File: config.mk
export PLATFORM = sky130hd
export DESIGN_NAME = mmsd_decoder
export DESIGN_NICKNAME = d
export VERILOG_FILES = /design/src/hw/mmsd_pkg.sv /design/src/hw/mmsd_decoder.sv /design/src/hw/mmsd_idata_map.sv
export VERILOG_INCLUDE_DIRS = /design/src /design/src/hw
export SDC_FILE = /design/constraint.sdc
export NUM_CORES = 1
export LEC_CHECK = 0
export BUFFER_PORTS_ARGS = -buffer_cell sky130_fd_sc_hd__clkbuf_2
export CAP_MARGIN = 25
export CORE_ASPECT_RATIO = 1.1
export CORE_MARGIN = 10
export CORE_UTILIZATION = 51
export CTS_BUF_LIST = sky130_fd_sc_hd__clkbuf_8
export CTS_CLUSTER_DIAMETER = 120
export CTS_CLUSTER_SIZE = 16
export DETAILED_ROUTE_END_ITERATION = 16
export PLACE_DENSITY_LB_ADDON = 0.05
export SLEW_MARGIN = 20
export SYNTH_ARGS = -nofsm -noshare
export SYNTH_HDL_FRONTEND = slang
export SYNTH_SLANG_ARGS = --single-unit
File: constraint.sdc
create_clock -name clk_i -period 5.9 [get_ports clk_i]
set_input_delay 1.18 -clock clk_i [delete_from_list [all_inputs] [get_ports clk_i]]
set_output_delay 1.18 -clock clk_i [all_outputs]
set_load 0.02 [all_outputs]
File: src/hw/mmsd_defines.svh
// Address map constants for the memory space decoder.
// Assumes inclusion by bare name from design files.
`ifndef MMSD_DEFINES_SVH
`define MMSD_DEFINES_SVH
`define MMSD_IDATA_SIZE      16'h0100
`define MMSD_IDATA_HALF      8'h80
`define MMSD_BANK_BYTES      8'h20
`define MMSD_BANK_REGS       8'h08
`define MMSD_BIT_BASE        8'h20
`define MMSD_BIT_END         8'h30
`define MMSD_FLASH_64K       17'h10000
`define MMSD_FLASH_32K       17'h08000
`define MMSD_SECTOR_SHIFT    9
`define MMSD_RSVD_BASE       16'hfc00
`define MMSD_ONCHIP_EXTERNAL_DATA_RAM_4K 16'h1000
`define MMSD_ONCHIP_EXTERNAL_DATA_RAM_2K 16'h0800
`define MMSD_USB_FIFO_SIZE   16'h0400
`endif

File: src/hw/mmsd_pkg.sv
// Types shared by the memory space decoder files.
// Assumes nothing of its surroundings.
package mmsd_pkg;
  typedef enum logic [2:0] {
    MMSD_T_NONE,
    MMSD_T_IRAM,
    MMSD_T_SPECIAL_FUNCTION_REGISTER_SPACE,
    MMSD_T_ONCHIP_EXTERNAL_DATA_RAM,
    MMSD_T_USB_FIFO,
    MMSD_T_CODE
  } mmsd_target_t;
endpackage : mmsd_pkg

File: src/hw/mmsd_decoder.sv
// Memory space decoder top: routes core data and program accesses.
// Assumes the core sits on clk_i and holds its request until answered.
//
// What this block does
// - Internal data space is 256 bytes.
// - Indirect upper-half accesses reach RAM.
// - Direct upper-half accesses reach special registers.
// - Lower half same RAM either mode.
// - Lowest 32 bytes form four register banks.
// - Next 16 bytes are byte and bit addressable.
// - Program space is 64k or 32k bytes.
// - Flash reprogramming works on 512-byte sectors.
// - 0xFC00 to 0xFFFF reserved on 64k parts.
// - External data RAM is 4k or 2k.
// - Separate 1k USB FIFO RAM always present.
`timescale 1ns/1ps
`default_nettype none
`include "mmsd_defines.svh"
module mmsd_decoder
  import mmsd_pkg::*;
#(
  parameter bit FLASH_64K = 1'b1
)
(
  // Clock and reset.
  input  wire logic         clk_i,
  input  wire logic         resetn_i,
  // Internal data request.
  input  wire logic         id_req_i,
  input  wire logic [7:0]   id_addr_i,
  input  wire logic         id_indirect_i,
  input  wire logic         id_bit_i,
  input  wire logic         id_reg_i,
  input  wire logic [1:0]   psw_bank_i,
  // External data request.
  input  wire logic         xd_req_i,
  input  wire logic [15:0]  xd_addr_i,
  input  wire logic         xd_usb_i,
  // Program request.
  input  wire logic         pm_req_i,
  input  wire logic [15:0]  pm_addr_i,
  input  wire logic         pm_erase_i,
  // Internal data result.
  output logic              id_valid_o,
  output mmsd_target_t      id_target_o,
  output logic [7:0]        id_ram_addr_o,
  output logic [2:0]        id_bit_o,
  output logic              id_bank_o,
  output logic              id_bitarea_o,
  // External data result.
  output logic              xd_valid_o,
  output mmsd_target_t      xd_target_o,
  output logic [11:0]       xd_ram_addr_o,
  output logic [9:0]        xd_fifo_addr_o,
  // Program result.
  output logic              pm_valid_o,
  output mmsd_target_t      pm_target_o,
  output logic [15:0]       pm_flash_addr_o,
  output logic [6:0]        pm_sector_o,
  output logic              pm_sector_erase_o
);

  ////////////////////////////////////////////////////////////////////////////
  // Reset release.

  logic rst_s1_q;
  logic rst_s1_d;
  logic rst_s2_q;
  logic rst_s2_d;
  logic rst_n;

  // A one walks in from the first stage to the second once the pin lets go.
  always_comb begin
    rst_s1_d = 1'b1;
    rst_s2_d = rst_s1_q;
  end

  // Two stages release the asynchronous reset cleanly; the pin clears both at once.
  always_ff @(posedge clk_i or negedge resetn_i) begin
    if (!resetn_i) begin
      rst_s1_q <= 1'b0;
      rst_s2_q <= 1'b0;
    end else begin
      rst_s1_q <= rst_s1_d;
      rst_s2_q <= rst_s2_d;
    end
  end

  // Every other register is cleared by this copy. Entry into reset stays
  // asynchronous, but leaving it always lines up with a clock edge.
  assign rst_n = rst_s2_q;

  ////////////////////////////////////////////////////////////////////////////
  // Size helpers.
  // Both helpers take the variant as an argument so that one parameter
  // sets the program and the external data limits together.

  // Returns one when the program address is usable on this variant. On the large
  // part the top kilobyte is held back, so a fetch there answers with no target
  // rather than wrapping into user code.
  function automatic logic pm_ok(input logic [15:0] a, input logic big);
    logic ok;
    ok = 1'b0;
    if (big) begin
      ok = a < `MMSD_RSVD_BASE;
    end else begin
      ok = {1'b0, a} < `MMSD_FLASH_32K;
    end
    return ok;
  endfunction : pm_ok

  // Size of the on-chip external data RAM for a variant. It follows the
  // flash size, so the two can never disagree.
  function automatic logic [15:0] xdata_ram_size(input logic big);
    return big ? `MMSD_ONCHIP_EXTERNAL_DATA_RAM_4K : `MMSD_ONCHIP_EXTERNAL_DATA_RAM_2K;
  endfunction : xdata_ram_size

  ////////////////////////////////////////////////////////////////////////////
  // Internal data mapping.
  // A working register access wins over a bit access, which wins over a plain
  // byte access. Only a direct upper-half byte or bit reaches the special registers;
  // the same address taken indirectly lands in general purpose RAM.

  logic       map_special;
  logic [7:0] map_addr;
  logic       map_bank;
  logic       map_bitarea;

  // The mapper is pure logic; its answer is captured with the request below, so
  // the result ports never show a half-decoded address.
  mmsd_idata_map u_map (
    .addr_i                               (id_addr_i),
    .indirect_i                           (id_indirect_i),
    .bit_mode_i                           (id_bit_i),
    .bank_sel_i                           (psw_bank_i),
    .reg_mode_i                           (id_reg_i),
    .is_special_function_register_space_o (map_special),
    .ram_addr_o                           (map_addr),
    .in_bank_o                            (map_bank),
    .in_bitarea_o                         (map_bitarea)
  );

  logic         id_valid_q, id_valid_d;
  mmsd_target_t id_target_q, id_target_d;
  logic [7:0]   id_ram_q, id_ram_d;
  logic [2:0]   id_bit_q, id_bit_d;
  logic         id_bank_q, id_bank_d;
  logic         id_bitarea_q, id_bitarea_d;

  // Internal data results for the next cycle. Valid and target last one cycle
  // per request; the address fields hold until the next request replaces them.
  always_comb begin
    id_valid_d   = id_req_i;
    id_target_d  = MMSD_T_NONE;
    id_ram_d     = id_ram_q;
    id_bit_d     = id_bit_q;
    id_bank_d    = id_bank_q;
    id_bitarea_d = id_bitarea_q;
    if (id_req_i) begin
      id_target_d  = map_special ? MMSD_T_SPECIAL_FUNCTION_REGISTER_SPACE : MMSD_T_IRAM;
      id_ram_d     = map_addr;
      id_bit_d     = id_bit_i ? id_addr_i[2:0] : 3'h0;
      id_bank_d    = map_bank;
      id_bitarea_d = map_bitarea;
    end
  end

  // Internal data result registers.
  always_ff @(posedge clk_i or negedge rst_n) begin
    if (!rst_n) begin
      id_valid_q   <= 1'b0;
      id_target_q  <= MMSD_T_NONE;
      id_ram_q     <= 8'h00;
      id_bit_q     <= 3'h0;
      id_bank_q    <= 1'b0;
      id_bitarea_q <= 1'b0;
    end else begin
      id_valid_q   <= id_valid_d;
      id_target_q  <= id_target_d;
      id_ram_q     <= id_ram_d;
      id_bit_q     <= id_bit_d;
      id_bank_q    <= id_bank_d;
      id_bitarea_q <= id_bitarea_d;
    end
  end

  ////////////////////////////////////////////////////////////////////////////
  // External data mapping.
  // The USB flag picks a space of its own, so a FIFO offset never aliases
  // the on-chip external data RAM at the same address.

  logic         xd_valid_q, xd_valid_d;
  mmsd_target_t xd_target_q, xd_target_d;
  logic [11:0]  xd_ram_q, xd_ram_d;
  logic [9:0]   xd_fifo_q, xd_fifo_d;

  // USB FIFO is its own space; RAM size follows the variant.
  // An address past the end answers with no target and leaves the held
  // address fields as they were.
  always_comb begin
    xd_valid_d  = xd_req_i;
    xd_target_d = MMSD_T_NONE;
    xd_ram_d    = xd_ram_q;
    xd_fifo_d   = xd_fifo_q;
    if (xd_req_i && xd_usb_i) begin
      if (xd_addr_i < `MMSD_USB_FIFO_SIZE) begin
        xd_target_d = MMSD_T_USB_FIFO;
        xd_fifo_d   = xd_addr_i[9:0];
      end
    end else if (xd_req_i) begin
      if (xd_addr_i < xdata_ram_size(FLASH_64K)) begin
        xd_target_d = MMSD_T_ONCHIP_EXTERNAL_DATA_RAM;
        xd_ram_d    = xd_addr_i[11:0];
      end
    end
  end

  // External data result registers.
  always_ff @(posedge clk_i or negedge rst_n) begin
    if (!rst_n) begin
      xd_valid_q  <= 1'b0;
      xd_target_q <= MMSD_T_NONE;
      xd_ram_q    <= 12'h000;
      xd_fifo_q   <= 10'h000;
    end else begin
      xd_valid_q  <= xd_valid_d;
      xd_target_q <= xd_target_d;
      xd_ram_q    <= xd_ram_d;
      xd_fifo_q   <= xd_fifo_d;
    end
  end

  ////////////////////////////////////////////////////////////////////////////
  // Program space mapping.
  // Sector numbers are the upper address bits, so an erase always covers
  // one aligned 512-byte block and never straddles two.

  logic         pm_valid_q, pm_valid_d;
  mmsd_target_t pm_target_q, pm_target_d;
  logic [15:0]  pm_addr_q, pm_addr_d;
  logic [6:0]   pm_sector_q, pm_sector_d;
  logic         pm_erase_q, pm_erase_d;

  // Reserved or absent addresses answer with no target.
  // The erase flag is dropped for them, so a stray erase cannot reach the
  // reserved top or memory that this variant lacks.
  always_comb begin
    pm_valid_d  = pm_req_i;
    pm_target_d = MMSD_T_NONE;
    pm_addr_d   = pm_addr_q;
    pm_sector_d = pm_sector_q;
    pm_erase_d  = 1'b0;
    if (pm_req_i && pm_ok(pm_addr_i, FLASH_64K)) begin
      pm_target_d = MMSD_T_CODE;
      pm_addr_d   = pm_addr_i;
      pm_sector_d = pm_addr_i[15:`MMSD_SECTOR_SHIFT];
      pm_erase_d  = pm_erase_i;
    end
  end

  // Program result registers.
  always_ff @(posedge clk_i or negedge rst_n) begin
    if (!rst_n) begin
      pm_valid_q  <= 1'b0;
      pm_target_q <= MMSD_T_NONE;
      pm_addr_q   <= 16'h0000;
      pm_sector_q <= 7'h00;
      pm_erase_q  <= 1'b0;
    end else begin
      pm_valid_q  <= pm_valid_d;
      pm_target_q <= pm_target_d;
      pm_addr_q   <= pm_addr_d;
      pm_sector_q <= pm_sector_d;
      pm_erase_q  <= pm_erase_d;
    end
  end

  ////////////////////////////////////////////////////////////////////////////
  // Outputs.

  // All results come straight from flip-flops.
  // The core therefore sees stable values for a whole cycle after each edge
  // and needs no settling margin of its own.
  assign id_valid_o        = id_valid_q;
  assign id_target_o       = id_target_q;
  assign id_ram_addr_o     = id_ram_q;
  assign id_bit_o          = id_bit_q;
  assign id_bank_o         = id_bank_q;
  assign id_bitarea_o      = id_bitarea_q;
  assign xd_valid_o        = xd_valid_q;
  assign xd_target_o       = xd_target_q;
  assign xd_ram_addr_o     = xd_ram_q;
  assign xd_fifo_addr_o    = xd_fifo_q;
  assign pm_valid_o        = pm_valid_q;
  assign pm_target_o       = pm_target_q;
  assign pm_flash_addr_o   = pm_addr_q;
  assign pm_sector_o       = pm_sector_q;
  assign pm_sector_erase_o = pm_erase_q;

endmodule : mmsd_decoder
`default_nettype wire

File: src/hw/mmsd_idata_map.sv
// Internal data space mapper: direct or indirect 8-bit address to target.
// Assumes combinational use inside the decoder top on one clock.
`timescale 1ns/1ps
`default_nettype none
`include "mmsd_defines.svh"
module mmsd_idata_map
  import mmsd_pkg::*;
(
  // Access request.
  input  wire logic [7:0]   addr_i,
  input  wire logic         indirect_i,
  input  wire logic         bit_mode_i,
  input  wire logic [1:0]   bank_sel_i,
  input  wire logic         reg_mode_i,
  // Routing result.
  output logic              is_special_function_register_space_o,
  output logic [7:0]        ram_addr_o,
  output logic              in_bank_o,
  output logic              in_bitarea_o
);
  logic [7:0] byte_addr;

  // Bit addresses below 0x80 pick a byte in the bit-addressable area.
  always_comb begin
    byte_addr = addr_i;
    if (reg_mode_i) begin
      byte_addr = {3'h0, bank_sel_i, addr_i[2:0]};
    end else if (bit_mode_i && !addr_i[7]) begin
      byte_addr = `MMSD_BIT_BASE + {4'h0, addr_i[6:3]};
    end else if (bit_mode_i) begin
      byte_addr = {addr_i[7:3], 3'h0};
    end
    is_special_function_register_space_o = byte_addr[7] && !indirect_i && !reg_mode_i;
    ram_addr_o   = byte_addr;
    in_bank_o    = byte_addr < `MMSD_BANK_BYTES;
    in_bitarea_o = (byte_addr >= `MMSD_BIT_BASE) && (byte_addr < `MMSD_BIT_END);
  end
endmodule : mmsd_idata_map
`default_nettype wire

After elaboration in Yosys (flattened, before gate mapping)
Cells that the tools add are included.
{"block": "totals", "reg_bits": 73, "in_bits": 52, "out_inout_bits": 71, "elab_cells": 48}
{"block": "op_classes", "add_sub_neg": 1, "n_lt_le_gt_ge": 6, "n_mux": 12, "bitwise": 1, "n_reduce_logical": 11}
{"cell": "$lt 16x11->1 const B", "count": 1}
{"cell": "$lt 16x13->1 const B", "count": 1}
{"cell": "$lt 16x16->1 const B", "count": 1}
{"cell": "$lt 8x6->1 const B", "count": 2}
{"cell": "$mux 8", "count": 2}
{"cell": "$mux 3", "count": 5}
{"cell": "$ge 8x6->1 const B", "count": 1}
{"cell": "$mux 2", "count": 4}
{"cell": "$add 6x4->7 const A", "count": 1}
{"cell": "$logic_and 1x1->1", "count": 6}
{"cell": "$logic_not 1->1", "count": 3}
{"cell": "$reduce_and 3->1", "count": 1}
{"cell": "$reduce_and 2->1", "count": 1}
{"cell": "$mux 1", "count": 1}
{"cell": "$not 1->1", "count": 1}

Depth between registers and ports, before layout
{"block": "logic_depth", "word_depth": 8, "ltp_mapped": 4, "depth_no_buf": 3}

By module
From an unflattened synthesis, not the netlist that was laid out.
{"block": "hier_totals", "cells_unflattened": 194, "hier_area_um2": 2692.6}
{"module": "mmsd_decoder", "instances": 1, "cells_per_inst": 169, "area_each_um2": 2486.1, "seq_area_each_um2": 1551.5}
{"module": "mmsd_idata_map", "instances": 1, "cells_per_inst": 25, "area_each_um2": 206.4, "seq_area_each_um2": 0.0}

Worst setup path before layout
No wires, ideal clock.
{"block": "synth_path", "path_kind": "input-to-reg", "startpoint": "input port pm_addr_i[13]", "endpoint": "register pm_addr_q[0], in the netlist pm_flash_addr_o[0]", "setup_ps": 125, "arrival_ps": 2055, "required_ps": 5775, "slack_ps": 3720, "cell_stages": 4, "n_path_buf": 1, "path_cell_list": "and4_4 a31oi_4 buf_6 mux2_4"}
{"block": "synth_between", "elab_chain_cells": 2}
{"element": "from (decl)", "line_no": "mmsd_decoder.sv:41", "text": "input wire logic [15:0] pm_addr_i,"}
{"element": "$lt 16x16->1 (no source line)"}
{"element": "$logic_and 1x1->1", "line_no": "mmsd_decoder.sv:253", "text": "if (pm_req_i && pm_ok(pm_addr_i, FLASH_64K)) begin"}
{"element": "to (signal assigned)", "line_no": "mmsd_decoder.sv:272", "text": "pm_addr_q <= pm_addr_d;"}
{"element": "to (decl)", "line_no": "mmsd_decoder.sv:240", "text": "logic [15:0] pm_addr_q, pm_addr_d;"}
Every way passes these cells.
A chain may end at the register's enable or synchronous reset.

Worst setup path in the final report
{"block": "layout_path", "startpoint": "input port xd_addr_i[10]", "endpoint": "register xd_fifo_q[2], in the netlist xd_fifo_addr_o[2]"}
{"block": "layout_between", "elab_chain_cells": 2}
{"element": "from (decl)", "line_no": "mmsd_decoder.sv:37", "text": "input wire logic [15:0] xd_addr_i,"}
{"element": "$lt 16x11->1 (no source line)"}
{"element": "$reduce_and 2->1 (no source line)"}
{"element": "to (signal assigned)", "line_no": "mmsd_decoder.sv:229", "text": "xd_fifo_q <= xd_fifo_d;"}
{"element": "to (decl)", "line_no": "mmsd_decoder.sv:195", "text": "logic [9:0] xd_fifo_q, xd_fifo_d;"}
Every way passes these cells.

==> results by group <==
Synth
  • Post-synth top area share: 60.8%
  • Cell area after synthesis: 0.00255 mm²
  • Mean instance size in the synthesized netlist: 13.2 µm²
  • Ranking of synthesized cells by area: sky130_fd_sc_hd__dfrtp_1, sky130_fd_sc_hd__mux2_2, sky130_fd_sc_hd__mux2_4
  • Post-synth ARST share: 100%
  • Number of synthesized flops with an enable pin: 0
  • Most used DFF post-synth: sky130_fd_sc_hd__dfrtp_1
  • Leading area contributor after synthesis: sky130_fd_sc_hd__dfrtp_1
  • Synth unique cells: 35
  • Warnings, synthesis: 0
  • Portion of the post-synthesis area used by sequential elements: 60.8%
  • Number of instances in the synthesized netlist: 194
  • Synthesis-stage register bit count: 62

Timing
  • RSZ-0062 raised after global routing: false
  • Maximum clock frequency: 438 MHz
  • Number of hold violations in the final report: 0
  • Post-layout worst setup margin: 3.62 ns
  • Setup Viol. Count Final: 0
  • Final min period: 2.28 ns
  • Fin Clk Skew: 0.00604 ns
  • Ratio of final minimum period to clock period: 38.7%
  • Setup Total Neg Slack: 0 ns
  • Transition time at the pin with the least slew margin: 0.725 ns
  • Number of max-slew violations in the final report: 0
  • Max-slew headroom: 51.7%

Global routing
  • Pin count of the biggest net entering global routing: 61
  • Layer with the highest usage: met2
  • First-pass GRT wire length: 9.62 mm
  • GR Overflow Total: 0
  • Vias in the first global route: 1,967
  • Met1 Resource Use GR: 16.7%
  • Global-route usage over all layers: 14.6%
  • Antenna violations before repair: 0
  • GRT met3 Usage: 5.82%
  • Met2 track demand over resource in global routing: 23.4%

Routing
  • DRC errors left: 0
  • Drt via density: 5.08
  • Vias after detailed routing: 1,860
  • Post-detailed-routing wire length: 5.98 mm
  • Detailed-route wire length per cell: 16.3 µm
  • Number of detailed-routing iterations run before antenna repair: 4
  • Post-route antenna net violation count: 0
  • Iter 0 DRT Violations: 45

Worst hold path
  • Worst hold-check path type: flip-flop to flip-flop

Power
  • Largest voltage drop on the vdd net: 0.177 mV
  • Total power of the final layout: 1.05 mW
  • Power density over the cells: 319 mW/mm²
  • Lkg Pwr: 1.77 nW

CTS
  • Clk slew on worst S/H paths: 0.06 ns
  • Clock latency on the worst-skew pair: 0.32 ns
  • Setup bufs post-CTS: 0
  • Clock tree sinks: 62
  • Deepest clock path buffer count: 2
  • Number of clock buffers inserted by TritonCTS: 9
  • Htree depth: 3
  • Post-cts sizing count: 0
  • Clock root cell: sky130_fd_sc_hd__clkbuf_8
  • Hold-fix buffer count after cts: 0
  • TritonCTS clock tree: built

Cells and area
  • Final nets: 359
  • Finished Core Util: 69.4%
  • Top library cells by usage in the layout, fill and taps aside: sky130_fd_sc_hd__clkbuf_2, sky130_fd_sc_hd__dfrtp_1, sky130_fd_sc_hd__mux2_2
  • Final antenna diode count: 0
  • Post-route cell area: 0.00330 mm²
  • Proportion of layout cells with a drive suffix above 1: 55.5%
  • Most common library cell in the layout ignoring fill and taps: sky130_fd_sc_hd__clkbuf_2
  • Area growth from synthesis to layout: 29.2%
  • Fillers: 347

Placed design
  • Final weighted congestion in routability-driven placement: 0.786
  • Number of I/O port buffers: 120
  • DP HPWL: 4.63 mm
  • Post-placement worst setup slack: 3.25 ns
  • Cell area after placement: 0.00311 mm²

Worst setup path
  • Data required time of the critical path: 6.10 ns
  • Type of origin of the critical path: input pin
  • Data arrival at the endpoint of the critical path: 2.48 ns
  • Critical path class: input pin to flip-flop
  • Maximum fanout along the worst path: 11
  • Setup slack of the worst register-to-register path: 5.01 ns
  • Crit path capture type: flip-flop

Run
  • Max-cap violation count: 0

Floorplanning
  • Floorplan die area: 0.00823 mm²
  • Initial Utilization: 53.7%
  • Number of placed I/O pins: 123
  • Core footprint: 0.00475 mm²
  • Height of the die: 94.2 µm
  • Die Width: 87.4 µm
  • Site Rows: 26

Run status
  • Result of the run: completed
[registers in the layout (all words and copies together), names as in the netlist, 2 cells and up]
register         count
pm_flash_addr_o     16
xd_target_o          2
xd_fifo_addr_o      10
id_target_o          2
id_ram_addr_o        8
xd_ram_addr_o       12
id_bit_o             3
[power by group]
group / total, mW / leakage, nW / internal, mW / switching [mW]
Sequential: 0.492 / 0.769 / 0.469 / 0.0223
Combinational: 0.209 / 0.898 / 0.0823 / 0.126
Clock: 0.352 / 0.104 / 0.210 / 0.142
[layout make-up]
type | count | area [µm²] | share of cell area (%)
clock buffer | 11 | 151 | 4.59
clock inverter | 3 | 37.5 | 1.14
inverter | 11 | 41.3 | 1.25
multi-input combinational | 102 | 835 | 25.3
sequential | 62 | 1550 | 47.1
tap | 56 | 70.1 | 2.13
timing repair buffer | 121 | 608 | 18.5
[path summary, 6_finish.rpt]
path / from / to / depth (start not counted)
setup reg to reg: rst_n / id_bitarea_o / 1
hold / removal: rst_s1_q / rst_n / 0
min in group asynchronous: rst_n / xd_valid_o / 1
setup / recovery: xd_addr_i[10] / xd_fifo_addr_o[2] / 4
max in group asynchronous: rst_n / id_bitarea_o / 1
hold reg to reg: rst_s1_q / rst_n / 0
[layer usage]
| metal | vias up | wire length, µm |
|---|---|---|
| li1 | 893 | - |
| met1 | 877 | 2350 |
| met2 | 85 | 2910 |
| met3 | 5 | 662 |
| met4 | 0 | 56 |
| met5 | - | 0 |
[cell usage after synthesis, drive strengths merged (2+ instances only)]
cell type,number
a31oi,4
nor4bb,3
a21oi,13
nand4b,2
nor2,10
buf,17
o21ai,6
and4,2
o22a,6
conb,2
dfrtp,62
inv,11
clkbuf,3
mux2,33
nand3b,2
nand3,3
nand2,2
nand2b,3
[per-stage QoR]
stage | cells | hold slack [ns]
6_report | 366 | 0.360
5_1_grt | 366 | 0.375
4_1_cts | 366 | 0.368
3_5_place_dp | 352 | 0.354
3_3_place_gp | 352 | 0.337
2_1_floorplan | 195 | 0.331
[logic make-up (layout without fill, tap and decap cells)]
family                 count (synthesis)  count (layout)  synth area share (%)
AOI/OAI and AO/OA                     31              31                  7.99
buffers and inverters                 31             146                  6.62
DFF                                   62              62                  60.8
muxes                                 34              34                  16.0
other                                  2               3                 0.294
and+or+nand+nor                       34              34                  8.29
[worst max-delay path: stages]
cell and delay [ns]:
sky130_fd_sc_hd__clkbuf_2 0.09, sky130_fd_sc_hd__nor3b_1 0.20, sky130_fd_sc_hd__nand4_1 0.53, sky130_fd_sc_hd__mux2_2 0.48
(Power assumes the default switching activity.)
